File: src/core/qpr_pkg.sv
// Package of constants and types for the quad potentiometer register map.
package qpr_pkg;
   // ==================================================
   // Address map
   localparam logic [3:0] ADDR_WIPER0 = 4'h0;
   localparam logic [3:0] ADDR_WIPER1 = 4'h1;
   localparam logic [3:0] ADDR_TCTRL_A = 4'h4;
   localparam logic [3:0] ADDR_WIPER2 = 4'h6;
   localparam logic [3:0] ADDR_WIPER3 = 4'h7;
   localparam logic [3:0] ADDR_TCTRL_B = 4'hA;
   // ==================================================
   // Field positions and reset values
   localparam int TOP_BIT_POS = 8;
   localparam int ODD_NIB_POS = 4;
   localparam int EVEN_NIB_POS = 0;
   localparam int FORCE_POS = 3;
   localparam int TERM_A_POS = 2;
   localparam int WIPER_POS = 1;
   localparam int TERM_B_POS = 0;
   localparam logic [8:0] TCTRL_RESET = 9'h1FF;
   localparam logic [8:0] MID_8BIT = 9'h080;
   localparam logic [8:0] MID_7BIT = 9'h040;
   localparam logic [8:0] FULL_8BIT = 9'h100;
   localparam logic [8:0] FULL_7BIT = 9'h080;
   localparam logic [8:0] ZERO_SCALE = 9'h000;
   // ==================================================
   // Commands
   typedef enum logic [1:0] {
      QPR_CMD_WRITE = 2'b00,
      QPR_CMD_INC = 2'b01,
      QPR_CMD_DEC = 2'b10,
      QPR_CMD_READ = 2'b11
   } qpr_cmd_t;
   typedef struct packed {
      qpr_cmd_t cmd;
      logic [3:0] addr;
      logic [8:0] data;
   } qpr_req_t;
   typedef struct packed {
      logic term_a;
      logic wiper;
      logic term_b;
   } qpr_sw_t;
endpackage

File: src/core/qpr_regs.sv
// Register map of the four-channel potentiometer with terminal switch outputs.
`timescale 1ns/1ps
// Function
// - Sixteen nine-bit locations, implemented ones volatile only.
// - Wipers at 00h, 01h, 06h, 07h accept read, write, increment, decrement.
// - Terminal control at 04h and 0Ah accept only read and write.
// - Any command to a reserved address raises the command error.
// - Increment or decrement on terminal control is an error, register unchanged.
// - Error holds until chip select goes inactive then active again.
// - Reset loads wipers with mid scale, 80h or 40h by resolution.
// - Reset loads both terminal control registers with 1FFh.
// - Bits 7..4 serve odd channel, bits 3..0 the even channel.
// - Bit 8 of terminal control reads 1 and ignores writes.
// - Nibble top bit at 0 forces the channel into shutdown.
// - Lower three bits connect terminal A, wiper, terminal B when 1.
// - Written terminal control reaches switches only after command completes.
// - Terminal control writes never alter wiper registers.
// - In shutdown A is disconnected and wiper tied to terminal B.
// - Shutdown keeps stored bits; releasing it restores their control.
// - Wiper above full scale drives full at the output; increment or decrement there is ignored.
// - Decrement at zero is ignored.
module qpr_regs #(
   parameter bit EIGHT_BIT = 1'b1
) (
   input wire logic sys_clk, // System clock, 250 MHz.
   input wire logic reset, // Asynchronous reset, power-up or reset pin.
   input wire logic cs_n_pin, // Chip select from host, asynchronous.
   input wire logic req_valid, // Decoded command pulse from the serial front end.
   input wire qpr_pkg::qpr_req_t req, // Command, address and write data.
   input wire logic frame_done, // Pulse when the serial command has completed.
   output logic [8:0] rd_data, // Read data, registered.
   output logic cmd_error, // Command error condition, level.
   output logic [35:0] wiper_out, // Four wiper values, channel 0 low.
   output logic [3:0] shutdown_force_n, // Per channel shutdown release.
   output qpr_pkg::qpr_sw_t [3:0] sw_out // Effective terminal switches.
);
   // ==================================================
   // Chip select synchroniser
   logic cs_s1_q, cs_s2_q, cs_s3_q;
   always_ff @(posedge sys_clk or posedge reset) begin
      if (reset) begin
         cs_s1_q <= 1'b1;
         cs_s2_q <= 1'b1;
         cs_s3_q <= 1'b1;
      end else begin
         cs_s1_q <= cs_n_pin;
         cs_s2_q <= cs_s1_q;
         cs_s3_q <= cs_s2_q;
      end
   end
   wire cs_fall = cs_s3_q & ~cs_s2_q;

   // ==================================================
   // Decode
   localparam logic [8:0] MID_VAL = EIGHT_BIT ? qpr_pkg::MID_8BIT : qpr_pkg::MID_7BIT;
   wire [8:0] full_val = EIGHT_BIT ? qpr_pkg::FULL_8BIT : qpr_pkg::FULL_7BIT;
   wire hit_w0 = req.addr == qpr_pkg::ADDR_WIPER0;
   wire hit_w1 = req.addr == qpr_pkg::ADDR_WIPER1;
   wire hit_w2 = req.addr == qpr_pkg::ADDR_WIPER2;
   wire hit_w3 = req.addr == qpr_pkg::ADDR_WIPER3;
   wire hit_ta = req.addr == qpr_pkg::ADDR_TCTRL_A;
   wire hit_tb = req.addr == qpr_pkg::ADDR_TCTRL_B;
   wire [3:0] hit_w = {hit_w3, hit_w2, hit_w1, hit_w0};
   wire hit_t = hit_ta | hit_tb;
   wire is_step = (req.cmd == qpr_pkg::QPR_CMD_INC) | (req.cmd == qpr_pkg::QPR_CMD_DEC);
   wire bad_cmd = ~(|hit_w) & ~hit_t | hit_t & is_step;
   // Commands are not executed while the error holds.
   wire go = req_valid & ~cmd_error & ~bad_cmd;

   // ==================================================
   // Error condition
   // A new error wins over the chip select cycle that clears it.
   always_ff @(posedge sys_clk or posedge reset) begin
      if (reset) begin
         cmd_error <= 1'b0;
      end else if (req_valid & bad_cmd) begin
         cmd_error <= 1'b1;
      end else if (cs_fall) begin
         cmd_error <= 1'b0;
      end
   end

   // ==================================================
   // Wiper registers
   logic [8:0] wiper_q [4];
   genvar g;
   generate
      for (g = 0; g < 4; g++) begin : g_wiper
         wire sel = go & hit_w[g];
         wire at_full = wiper_q[g] >= full_val;
         logic [8:0] wiper_d;
         always_comb begin
            wiper_d = wiper_q[g];
            if (sel) begin
               case (req.cmd)
                  qpr_pkg::QPR_CMD_WRITE: wiper_d = req.data;
                  qpr_pkg::QPR_CMD_INC: if (!at_full) wiper_d = wiper_q[g] + 9'h001;
                  qpr_pkg::QPR_CMD_DEC: begin
                     // Exactly full scale may still step down; only values above it freeze.
                     if (wiper_q[g] <= full_val && wiper_q[g] != qpr_pkg::ZERO_SCALE) begin
                        wiper_d = wiper_q[g] - 9'h001;
                     end
                  end
                  default: wiper_d = wiper_q[g];
               endcase
            end
         end
         always_ff @(posedge sys_clk or posedge reset) begin
            if (reset) begin
               wiper_q[g] <= MID_VAL;
            end else begin
               wiper_q[g] <= wiper_d;
            end
         end
         assign wiper_out[g*9 +: 9] = at_full ? full_val : wiper_q[g];
      end
   endgenerate

   // ==================================================
   // Terminal control: staged during a command, applied when it completes
   logic [7:0] tctl_a_q, tctl_b_q, stage_a_q, stage_b_q;
   logic pend_q;
   wire wr_ta = go & hit_ta & (req.cmd == qpr_pkg::QPR_CMD_WRITE);
   wire wr_tb = go & hit_tb & (req.cmd == qpr_pkg::QPR_CMD_WRITE);
   always_ff @(posedge sys_clk or posedge reset) begin
      if (reset) begin
         stage_a_q <= qpr_pkg::TCTRL_RESET[7:0];
         stage_b_q <= qpr_pkg::TCTRL_RESET[7:0];
         tctl_a_q <= qpr_pkg::TCTRL_RESET[7:0];
         tctl_b_q <= qpr_pkg::TCTRL_RESET[7:0];
         pend_q <= 1'b0;
      end else begin
         if (wr_ta) stage_a_q <= req.data[7:0];
         if (wr_tb) stage_b_q <= req.data[7:0];
         pend_q <= (pend_q | wr_ta | wr_tb) & ~frame_done;
         if (frame_done) begin
            tctl_a_q <= wr_ta ? req.data[7:0] : stage_a_q;
            tctl_b_q <= wr_tb ? req.data[7:0] : stage_b_q;
         end
      end
   end

   // ==================================================
   // Read path
   wire [8:0] ta_rd = {1'b1, stage_a_q};
   wire [8:0] tb_rd = {1'b1, stage_b_q};
   wire [8:0] rd_mux = hit_w0 ? wiper_q[0] : hit_w1 ? wiper_q[1] : hit_w2 ? wiper_q[2] :
                       hit_w3 ? wiper_q[3] : hit_ta ? ta_rd : hit_tb ? tb_rd : 9'h000;
   always_ff @(posedge sys_clk or posedge reset) begin
      if (reset) begin
         rd_data <= 9'h000;
      end else if (go & (req.cmd == qpr_pkg::QPR_CMD_READ)) begin
         rd_data <= rd_mux;
      end
   end

   // ==================================================
   // Terminal switch outputs
   wire [15:0] tctl_all = {tctl_b_q, tctl_a_q};
   generate
      for (g = 0; g < 4; g++) begin : g_sw
         wire [3:0] nib = tctl_all[g*4 +: 4];
         assign shutdown_force_n[g] = nib[qpr_pkg::FORCE_POS];
         // Shutdown overrides but never rewrites the stored bits.
         assign sw_out[g].term_a = nib[qpr_pkg::FORCE_POS] & nib[qpr_pkg::TERM_A_POS];
         assign sw_out[g].wiper = ~nib[qpr_pkg::FORCE_POS] | nib[qpr_pkg::WIPER_POS];
         assign sw_out[g].term_b = ~nib[qpr_pkg::FORCE_POS] | nib[qpr_pkg::TERM_B_POS];
      end
   endgenerate

   // ==================================================
   // Assertions
   // Properties using |=> look at registered state and trail their cause by one edge; the |-> output checks hold in the same cycle.

   // ==================================================
   // Error condition
   a_err_set: assert property (
      @(posedge sys_clk) disable iff (reset)
      req_valid && bad_cmd |=> cmd_error)
      else $error("error not raised");
   a_err_hold: assert property (
      @(posedge sys_clk) disable iff (reset)
      cmd_error && !cs_fall |=> cmd_error)
      else $error("error dropped early");
   a_err_clear: assert property (
      @(posedge sys_clk) disable iff (reset)
      cmd_error && cs_fall && !(req_valid && bad_cmd) |=> !cmd_error)
      else $error("error not cleared");
   a_err_quiet: assert property (
      @(posedge sys_clk) disable iff (reset)
      !cmd_error && !(req_valid && bad_cmd) |=> !cmd_error)
      else $error("error raised without cause");
   a_err_block: assert property (
      @(posedge sys_clk) disable iff (reset)
      cmd_error |=> $stable(wiper_q[1]) && $stable(wiper_q[2]))
      else $error("command ran during error");
   a_tctl_step: assert property (
      @(posedge sys_clk) disable iff (reset)
      req_valid && hit_t && is_step |=> $stable(stage_a_q) && $stable(stage_b_q))
      else $error("step changed terminal control");

   // ==================================================
   // Wiper arithmetic
   a_inc_one: assert property (
      @(posedge sys_clk) disable iff (reset)
      go && hit_w0 && req.cmd == qpr_pkg::QPR_CMD_INC && wiper_q[0] < full_val
      |=> wiper_q[0] == $past(wiper_q[0]) + 9'h001)
      else $error("increment wrong");
   a_dec_one: assert property (
      @(posedge sys_clk) disable iff (reset)
      go && hit_w2 && req.cmd == qpr_pkg::QPR_CMD_DEC && wiper_q[2] != 9'h000 &&
      wiper_q[2] <= full_val |=> wiper_q[2] == $past(wiper_q[2]) - 9'h001)
      else $error("decrement wrong");
   a_dec_zero: assert property (
      @(posedge sys_clk) disable iff (reset)
      go && hit_w0 && req.cmd == qpr_pkg::QPR_CMD_DEC && wiper_q[0] == 9'h000
      |=> wiper_q[0] == 9'h000)
      else $error("decrement below zero");
   a_inc_full: assert property (
      @(posedge sys_clk) disable iff (reset)
      go && hit_w1 && req.cmd == qpr_pkg::QPR_CMD_INC && wiper_q[1] >= full_val
      |=> $stable(wiper_q[1]))
      else $error("increment past full");
   a_dec_full: assert property (
      @(posedge sys_clk) disable iff (reset)
      go && hit_w1 && req.cmd == qpr_pkg::QPR_CMD_DEC && wiper_q[1] == full_val
      |=> wiper_q[1] == full_val - 9'h001)
      else $error("decrement from full lost");
   a_dec_above: assert property (
      @(posedge sys_clk) disable iff (reset)
      go && hit_w3 && req.cmd == qpr_pkg::QPR_CMD_DEC && wiper_q[3] > full_val
      |=> $stable(wiper_q[3]))
      else $error("decrement above full");
   a_full_out: assert property (
      @(posedge sys_clk) disable iff (reset)
      wiper_q[1] >= full_val |-> wiper_out[17:9] == full_val)
      else $error("wiper output not clamped");
   a_below_out: assert property (
      @(posedge sys_clk) disable iff (reset)
      wiper_q[1] < full_val |-> wiper_out[17:9] == wiper_q[1])
      else $error("wiper output wrong");
   a_write_wiper: assert property (
      @(posedge sys_clk) disable iff (reset)
      go && hit_w3 && req.cmd == qpr_pkg::QPR_CMD_WRITE |=> wiper_q[3] == $past(req.data))
      else $error("wiper write lost");
   a_wiper_keep: assert property (
      @(posedge sys_clk) disable iff (reset)
      req_valid && hit_t |=> $stable(wiper_q[0]) && $stable(wiper_q[3]))
      else $error("terminal write hit wiper");

   // ==================================================
   // Terminal control
   a_tctl_late: assert property (
      @(posedge sys_clk) disable iff (reset)
      !frame_done |=> $stable(tctl_a_q) && $stable(tctl_b_q))
      else $error("switches changed mid command");
   a_tctl_apply: assert property (
      @(posedge sys_clk) disable iff (reset)
      frame_done && !wr_ta |=> tctl_a_q == $past(stage_a_q))
      else $error("staged value not applied");
   a_pend_track: assert property (
      @(posedge sys_clk) disable iff (reset)
      (wr_ta || wr_tb) && !frame_done |=> pend_q)
      else $error("pending write not tracked");
   a_stage_write: assert property (
      @(posedge sys_clk) disable iff (reset)
      wr_tb |=> stage_b_q == $past(req.data[7:0]))
      else $error("terminal write lost");

   // ==================================================
   // Read path
   a_read_top: assert property (
      @(posedge sys_clk) disable iff (reset)
      go && hit_ta && req.cmd == qpr_pkg::QPR_CMD_READ |=> rd_data[8])
      else $error("top bit not one");
   a_read_wiper: assert property (
      @(posedge sys_clk) disable iff (reset)
      go && hit_w0 && req.cmd == qpr_pkg::QPR_CMD_READ |=> rd_data == $past(wiper_q[0]))
      else $error("wiper read wrong");
   a_rsv_read: assert property (
      @(posedge sys_clk) disable iff (reset)
      req_valid && bad_cmd |=> $stable(rd_data))
      else $error("reserved read gave data");
   a_rd_hold: assert property (
      @(posedge sys_clk) disable iff (reset)
      !(go && req.cmd == qpr_pkg::QPR_CMD_READ) |=> $stable(rd_data))
      else $error("read data moved");

   // ==================================================
   // Switch outputs
   a_shut_state: assert property (
      @(posedge sys_clk) disable iff (reset)
      !shutdown_force_n[0] |-> !sw_out[0].term_a && sw_out[0].wiper && sw_out[0].term_b)
      else $error("shutdown state wrong");
   a_shut_ch3: assert property (
      @(posedge sys_clk) disable iff (reset)
      !shutdown_force_n[3] |-> sw_out[3] == 3'b011)
      else $error("channel three shutdown wrong");
   a_live_ch1: assert property (
      @(posedge sys_clk) disable iff (reset)
      shutdown_force_n[1] |-> sw_out[1] == tctl_a_q[6:4])
      else $error("stored bits not in control");

   // ==================================================
   // Covers
   c_error: cover property (@(posedge sys_clk) cmd_error ##[1:50] !cmd_error);
   c_tctl: cover property (@(posedge sys_clk) wr_ta ##[0:40] frame_done);
   c_shut: cover property (@(posedge sys_clk) !shutdown_force_n[2]);
   c_dec_full: cover property (@(posedge sys_clk)
      go && hit_w1 && req.cmd == qpr_pkg::QPR_CMD_DEC && wiper_q[1] == full_val);
endmodule

File: config.mk
export PLATFORM = sky130hd
export DESIGN_NAME = qpr_regs
export DESIGN_NICKNAME = d
export VERILOG_FILES = /design/src/core/qpr_pkg.sv /design/src/core/qpr_regs.sv
export SDC_FILE = /design/constraint.sdc
export NUM_CORES = 1
export LEC_CHECK = 0
export BUFFER_PORTS_ARGS = -buffer_cell sky130_fd_sc_hd__buf_2
export CAP_MARGIN = 20
export CORE_UTILIZATION = 45
export DETAILED_ROUTE_END_ITERATION = 10
export PLACE_DENSITY_LB_ADDON = 0.2
export SYNTH_ARGS = -nofsm -noshare
export SYNTH_HDL_FRONTEND = slang
export SYNTH_SLANG_ARGS = --single-unit
File: constraint.sdc
create_clock -name sys_clk -period 6.98 [get_ports sys_clk]
set_clock_uncertainty 0.15 [all_clocks]
set_input_delay 0.349 -clock sys_clk [delete_from_list [all_inputs] [get_ports sys_clk]]
set_output_delay 0.349 -clock sys_clk [all_outputs]
set_load 0.005 [all_outputs]
==> impl_metrics.toml, run 1 <==
[place]
gp_congestion = 0.926
place_hpwl_mm = 13.6
portBuffers = 81
dpl_worst_slack_ps = 3490

[timing]
drv_slew = 0
worst_slew_pin_slew_ps = 839
holdWs_ps = 145
fmax_ghz = 0.283
setup_slack_ps = 3440
setup_violations = 0
hold_viol_final = 0
period_needed_ps = 3540
fin_crit_sh_pct = 50.7
tns_ps = 0
maxSlewHeadroom_pct = 44.0
rsz0062_at_grt = "no"

[routing]
num_vias = 6034
dr_wl_met3_mm = 1.45
drtIter0Drc = 711
ant_nets = 0
wl_met1_mm = 8.53
wl_met2_mm = 8.65
drtPass1Iterations = 6
wl_per_cell_um = 20.0
avgViaCountPerCell = 6.23
wirelength_mm = 19.3
topRoutingLayerUsed = "met4"
post-route-drc-count = 0

[logic_synthesis]
ys_types = 76
synthesis.nets = 795
synthMuxAreaShare_pct = 8.45
yosys.area_share.adder_pct = 2.73
syn_avg_cell_area_sq_um = 8.44
synth_compound_area_share_pct = 24.7
synthCells = 761
synth_edf_count = 0
synth_area_sq_mm = 0.00642
yosys_register_bits = 81
synth_top_family_by_area = "compound AO/OA/AOI/OAI gates"
async_flop_share_pct = 100
yosysWarnings = 0
yosys.area_share.simple_pct = 23.3
synth_ff_type = "dfrtp_1"
synth_xor_area_share_pct = 2.18
yosysSeqAreaShare_pct = 32.3

[global_routing]
grt_usage_pct = 27.0
grt_max_degree = 59
grt_antenna_before_repair = 0
grt_pass1_vias = 5636
grt_pass1_wl_mm = 30.5
grt.overflow.total = 0

[clocking]
cts_resized = 0
clk_path_buf_depth = 2
clk-insertion-delay-late_ps = 350
clk_pin_slew_worst_paths_ps = 70
htree_levels = 3
clock-sinks = 81
cts_tree = "built"
cts-root-buf = "clkbuf_16"
numCtsBuffers = 9

[critical_path]
crit_buf_inv = 0
path_class = "reg -> reg"
cp.depth = 10
cp-start-kind = "flip-flop"
required_ps = 7060
cp-end-kind = "flip-flop"
critPathArrivalTime_ps = 3620
cpLargestDelayFamily = "simple AND/OR/NAND/NOR gates"
critPathMaxStageDelay_ps = 600
crit_start = "wiper_q[13]"
critPathMaxFanout = 15
rr_worst_depth = 10
crit_chain = "or3_1 -> nand2b_1 -> nor4b_1 -> ha_1 -> a22oi_1 -> and4_1 -> nand2_1 -> o22a_1 -> o21ai_0 -> nor2_1"
timing.rr.start = "wiper_q[13]"
ff2ff_setup_slack_ps = 3440
slowest_stage = "and4_1"

[floorplan]
die_w_um = 121
num_io_pins = 82
rows = 43
die_area_sq_mm = 0.0148
core_area_sq_mm = 0.0139
start_util_pct = 46.3
die_h_um = 121

[run_status]
status = "completed"

[layout]
area_delta_synth_final_pct = 10.1
drive_gt1_share_pct = 25.4
seqCellArea_sq_mm = 0.00208
final_cell_mix = "buf_2 (81), nor2_1 (71), a21oi_1 (49)"
num_antenna_cells = 0
fillers = 1332
multi_input_area_sq_mm = 0.00394
nets = 817
layout_commonest_cell = "buf_2"

[power_and_ir_drop]
totalPowerFinal_w = 0.00143
powerDensity_mw_per_mm2 = 203
power_leakage_nw = 3.01
ir_drop_uv = 120

[run]
cap_violations = 0

[worst_hold_path]
min_from = "req[1]"
holdPathStages = 2
hold_path_class = "in -> reg"
[flip-flops by register name (all words and copies together) (netlist names)]
register,flops
cmd_error,1
cs_s1_q,1
cs_s2_q,1
cs_s3_q,1
rd_data,9
stage_a_q,8
stage_b_q,8
tctl_a_q,8
tctl_b_q,8
wiper_q,36
[final cells by class]
cell class	instances	area share, %
clock inverters	6	0.902
multi-input cells	588	55.7
clock buffers	10	3.38
inverters	13	0.708
repair buffers	90	6.76
well taps	180	3.18
flip-flops and latches	81	29.4
[cells by family after synthesis]
kind of cell / count (synthesis)
AO/OA/AOI/OAI: 237
multiplexers: 48
XOR/XNOR: 16
AND/OR/NAND/NOR: 273
buffers and inverters: 92
flip-flops: 81
adder cells (fa/ha/maj): 14
[stage by stage]
stage	std cells	cell area [sq um]	utilization [%]
after global routing	968	7070	50.9
final	968	7070	50.9
after global placement	950	6750	48.6
after detailed placement	950	6750	48.6
after CTS	968	7070	50.9
after floorplan	761	6420	-
[where the power goes]
part           total (W)  leakage [nW]  internal, W  switching (W)
Clock           0.000501         0.150     0.000288       0.000212
Sequential      0.000593         0.963     0.000510      0.0000830
Combinational   0.000340          1.90     0.000150       0.000190
Total            0.00143          3.01     0.000948       0.000485
[path summary, 6_finish.rpt]
kind / to
worst max-delay path: wiper_q[14]
max in group asynchronous: stage_a_q[7]
worst min register to register: cs_s2_q
min in group asynchronous: rd_data[2]
worst min-delay path: stage_a_q[1]
worst max register to register: wiper_q[14]
[cells in the mapped netlist (all sizes together) (5+ instances only)]
| cell type | count | share of area [%] |
|---|---|---|
| o21bai | 5 | 0.64 |
| mux2i | 13 | 2.0 |
| o31ai | 5 | 0.58 |
| o211ai | 12 | 1.4 |
| mux2 | 35 | 6.4 |
| dfrtp | 42 | 16 |
| a31oi | 10 | 0.97 |
| o22ai | 21 | 2.0 |
| nand2b | 21 | 2.0 |
| nor2 | 72 | 4.3 |
| nor2b | 36 | 3.5 |
| buf | 31 | 2.8 |
| a22o | 10 | 1.4 |
| nand3 | 21 | 1.7 |
| clkbuf | 48 | 2.8 |
| o22a | 5 | 0.68 |
| nand4 | 6 | 0.68 |
| xor2 | 5 | 0.68 |
| nor3b | 6 | 0.86 |
| a21oi | 50 | 4.0 |
| and4b | 7 | 1.1 |
| nor3 | 8 | 0.62 |
| a2bb2oi | 5 | 0.68 |
| o21a | 13 | 1.5 |
| xnor2 | 11 | 1.5 |
| o21ai | 50 | 4.0 |
| or3 | 6 | 0.58 |
| dfstp | 39 | 16 |
| nand2 | 45 | 2.6 |
| inv | 12 | 0.70 |
| a22oi | 17 | 2.0 |
| ha | 14 | 2.7 |
| or2 | 10 | 0.97 |
| and2 | 9 | 0.88 |
[per-layer routing]
layer  vias up  global-route usage [%]
li1       2811                       -
met2       269                    41.3
met5         -                       0
met1      2910                    37.0
met4         0                    12.6
met3        44                    4.32
[repair_timing]
item                                   in CTS  in global routing
buffers inserted                            0                  0
endpoints found under the hold margin      34                  0
setup endpoints to repair                   0                  0
hold buffers                                2                  0
No activity file was read; power rests on OpenSTA's default activity.
==> run 2, diff against run 1 <==
--- a/config.mk
+++ b/config.mk
@@ -5,6 +5,7 @@
 export SDC_FILE = /design/constraint.sdc
 export NUM_CORES = 1
 export LEC_CHECK = 0
+export ABC_AREA = 1
 export BUFFER_PORTS_ARGS = -buffer_cell sky130_fd_sc_hd__buf_2
 export CAP_MARGIN = 20
 export CORE_UTILIZATION = 45
==> constraint.sdc (replaced) <==
create_clock -name sys_clk -period 3.2 [get_ports sys_clk]
set_clock_uncertainty 0.15 [all_clocks]
set_input_delay 0.16 -clock sys_clk [delete_from_list [all_inputs] [get_ports sys_clk]]
set_output_delay 0.16 -clock sys_clk [all_outputs]
set_load 0.005 [all_outputs]
==> run 2 against run 1 <==
Against the previous run: worst setup slack worse by 2500 ps; clock power grew 110%; register-to-register slack lost 2500 ps; critical path depth did not move; first-iteration DRC count shrank 32%; maximum frequency grew 53%; critical path type unchanged; die area about the same; wire length down 3.6%; highest routed layer unchanged; global-route usage about the same.
==> impl_metrics.toml, run 2 <==
[logic_synthesis]
synth_edf_count = 0
synthTopCellsByCount = "nand2_1 (342), inv_1 (173), nor2_1 (126)"
synth_area_leader_cell = "nand2_1"
ys_types = 42
synth_area_sq_mm = 0.00642
netlist_top_cells_area = "nand2_1 (20%), dfrtp_1 (16%), dfstp_2 (16%), inv_1 (10%), nand3_1 (8.2%)"
yosys_register_bits = 81
synth_top_area_share_pct = 20.0
yosysMostFrequentCell = "nand2_1"
synth_ff_type = "dfrtp_1"
async_flop_share_pct = 100
synthesis.nets = 1060
yosysWarnings = 0
synthCells = 1026
syn_avg_cell_area_sq_um = 6.26
yosysSeqAreaShare_pct = 32.3

[place]
portBuffers = 81
dp.cells = 1264
place_hpwl_mm = 13.8
dpl_worst_slack_ps = 734
gp_congestion = 0.926

[floorplan]
die_area_sq_mm = 0.0148
num_io_pins = 82
rows = 43
start_util_pct = 46.3
die_h_um = 121
core_area_sq_mm = 0.0139
die_w_um = 121

[critical_path]
critPathArrivalTime_ps = 2390
path_class = "reg -> reg"
critPathMaxFanout = 13
cp-end-kind = "flip-flop"
cp-start-kind = "flip-flop"
required_ps = 3280
rr_worst_depth = 10

[timing]
period_needed_ps = 2310
setup_slack_ps = 891
fmax_ghz = 0.433
setup_violations = 0
worst_slew_pin_slew_ps = 916
hold_viol_final = 0
tns_ps = 0
drv_slew = 0
fin_crit_sh_pct = 72.2
rsz0062_at_grt = "no"
maxSlewHeadroom_pct = 38.9

[layout]
area_delta_synth_final_pct = 12.9
largest_reg_flops = 36
final_util_pct = 52.2
stdcell_count = 1283
num_antenna_cells = 0
layout_commonest_cell = "nand2_1"
fillers = 1497
regMostFlops = "wiper_q"
nets = 1132
final_cell_mix = "nand2_1 (342), inv_1 (172), nor2_1 (126)"
largestRegisters = "wiper_q: 36 flops, rd_data: 9 flops"
multi_input_area_sq_mm = 0.00347
seqCellArea_sq_mm = 0.00208
drive_gt1_share_pct = 16.4

[routing]
avgViaCountPerCell = 4.99
num_vias = 6407
wirelength_mm = 18.6
ant_nets = 0
drtIter0Drc = 482
post-route-drc-count = 0
wl_per_cell_um = 14.5
drtPass1Iterations = 8

[power_and_ir_drop]
ir_drop_uv = 270
powerDensity_mw_per_mm2 = 404
power_leakage_nw = 4.40

[clocking]
cts-root-buf = "clkbuf_16"
clk_pin_slew_worst_paths_ps = 70
cts_tree = "built"
htree_levels = 3
cts_resized = 0
clk_path_buf_depth = 2
clock-sinks = 81
numCtsBuffers = 9
clk-insertion-delay-late_ps = 350

[worst_hold_path]
holdPathStages = 4
hold_path_class = "in -> reg"

[global_routing]
grt.overflow.total = 0
grt_antenna_before_repair = 0
grt_usage_pct = 27.0
grt_max_degree = 52
grt_pass1_wl_mm = 30.2
grt_pass1_vias = 5739

[run_status]
status = "completed"

[run]
cap_violations = 0
run 2: cell types whose count changed after synthesis, moves of 30 or more:
| cell | delta |
|---|---|
| a21oi_1 | -35 |
| clkbuf_1 | -38 |
| inv_1 | +161 |
| mux2_2 | -30 |
| nand2_1 | +297 |
| nand3_1 | +85 |
| nor2_1 | +55 |
| nor2b_1 | -36 |
run 2: path summary, 6_finish.rpt:
check / from / endpoint / slack [ps]
max: wiper_q[4] / wiper_q[2] / 890
min: req[7] / stage_a_q[7] / 50
max reg2reg: wiper_q[4] / wiper_q[2] / 890
min reg2reg: cs_s1_q / cs_s2_q / 210
max in group asynchronous: reset / stage_a_q[7] / 1730
min in group asynchronous: reset / wiper_q[24] / 380
run 2: report_power, final:
| group | switching (W) | internal, W |
|---|---|---|
| combinational | 0.000458 | 0.000246 |
| clock | 0.000462 | 0.000579 |
| sequential | 0.0000661 | 0.00112 |
run 2: metrics by stage:
stage	area [sq um]	power, W	hold slack (ps)
5_1_grt	7250	0.00310	53.9
2_1_floorplan	6420	0.00167	14.5
4_1_cts	7250	0.00294	29.1
3_3_place_gp	6920	0.00189	115
6_report	7250	0.00293	47.5
3_5_place_dp	6920	0.00189	117
run 2: final cells by class:
class,instances,area share (%)
multi-input cells,734,47.8
flip-flops and latches,81,28.6
inverters,178,9.30
repair buffers,94,7.04
clock buffers,10,3.45
well taps,180,3.11
clock inverters,6,0.621
run 2: kinds of logic (layout without fill, tap and decap cells):
group / count (synthesis) / count (layout) / share of synthesized area (%)
buf+inv: 211 / 288 / 13.7
fa+ha+maj: 14 / 14 / 2.73
compound gates: 87 / 87 / 8.34
simple gates: 627 / 627 / 42.1
flops: 81 / 81 / 32.3
xor+xnor: 6 / 6 / 0.818
run 2: timing repair:
action	CTS	global route
hold buffers	3	0
endpoints found under the hold margin	26	0
buffers inserted	0	0
run 2: routing by layer:
layer	routed length, um	vias up	global-route usage (%)
met1	8560	2890	36.6
li1	-	3287	-
met4	731	0	13.3
met2	8300	186	41.4
met3	1030	44	4.42
met5	0	-	0
run 2: critical path, stage by stage, from the launching register on:
cell and delay (ps):
dfrtp_1 430, nor4_1 280, nand3_1 110, nor3_1 180, ha_1 260, nand2_1 60
inv_1 50, nor3_2 240, nand2_4 150, inv_1 170, o21ai_0 100
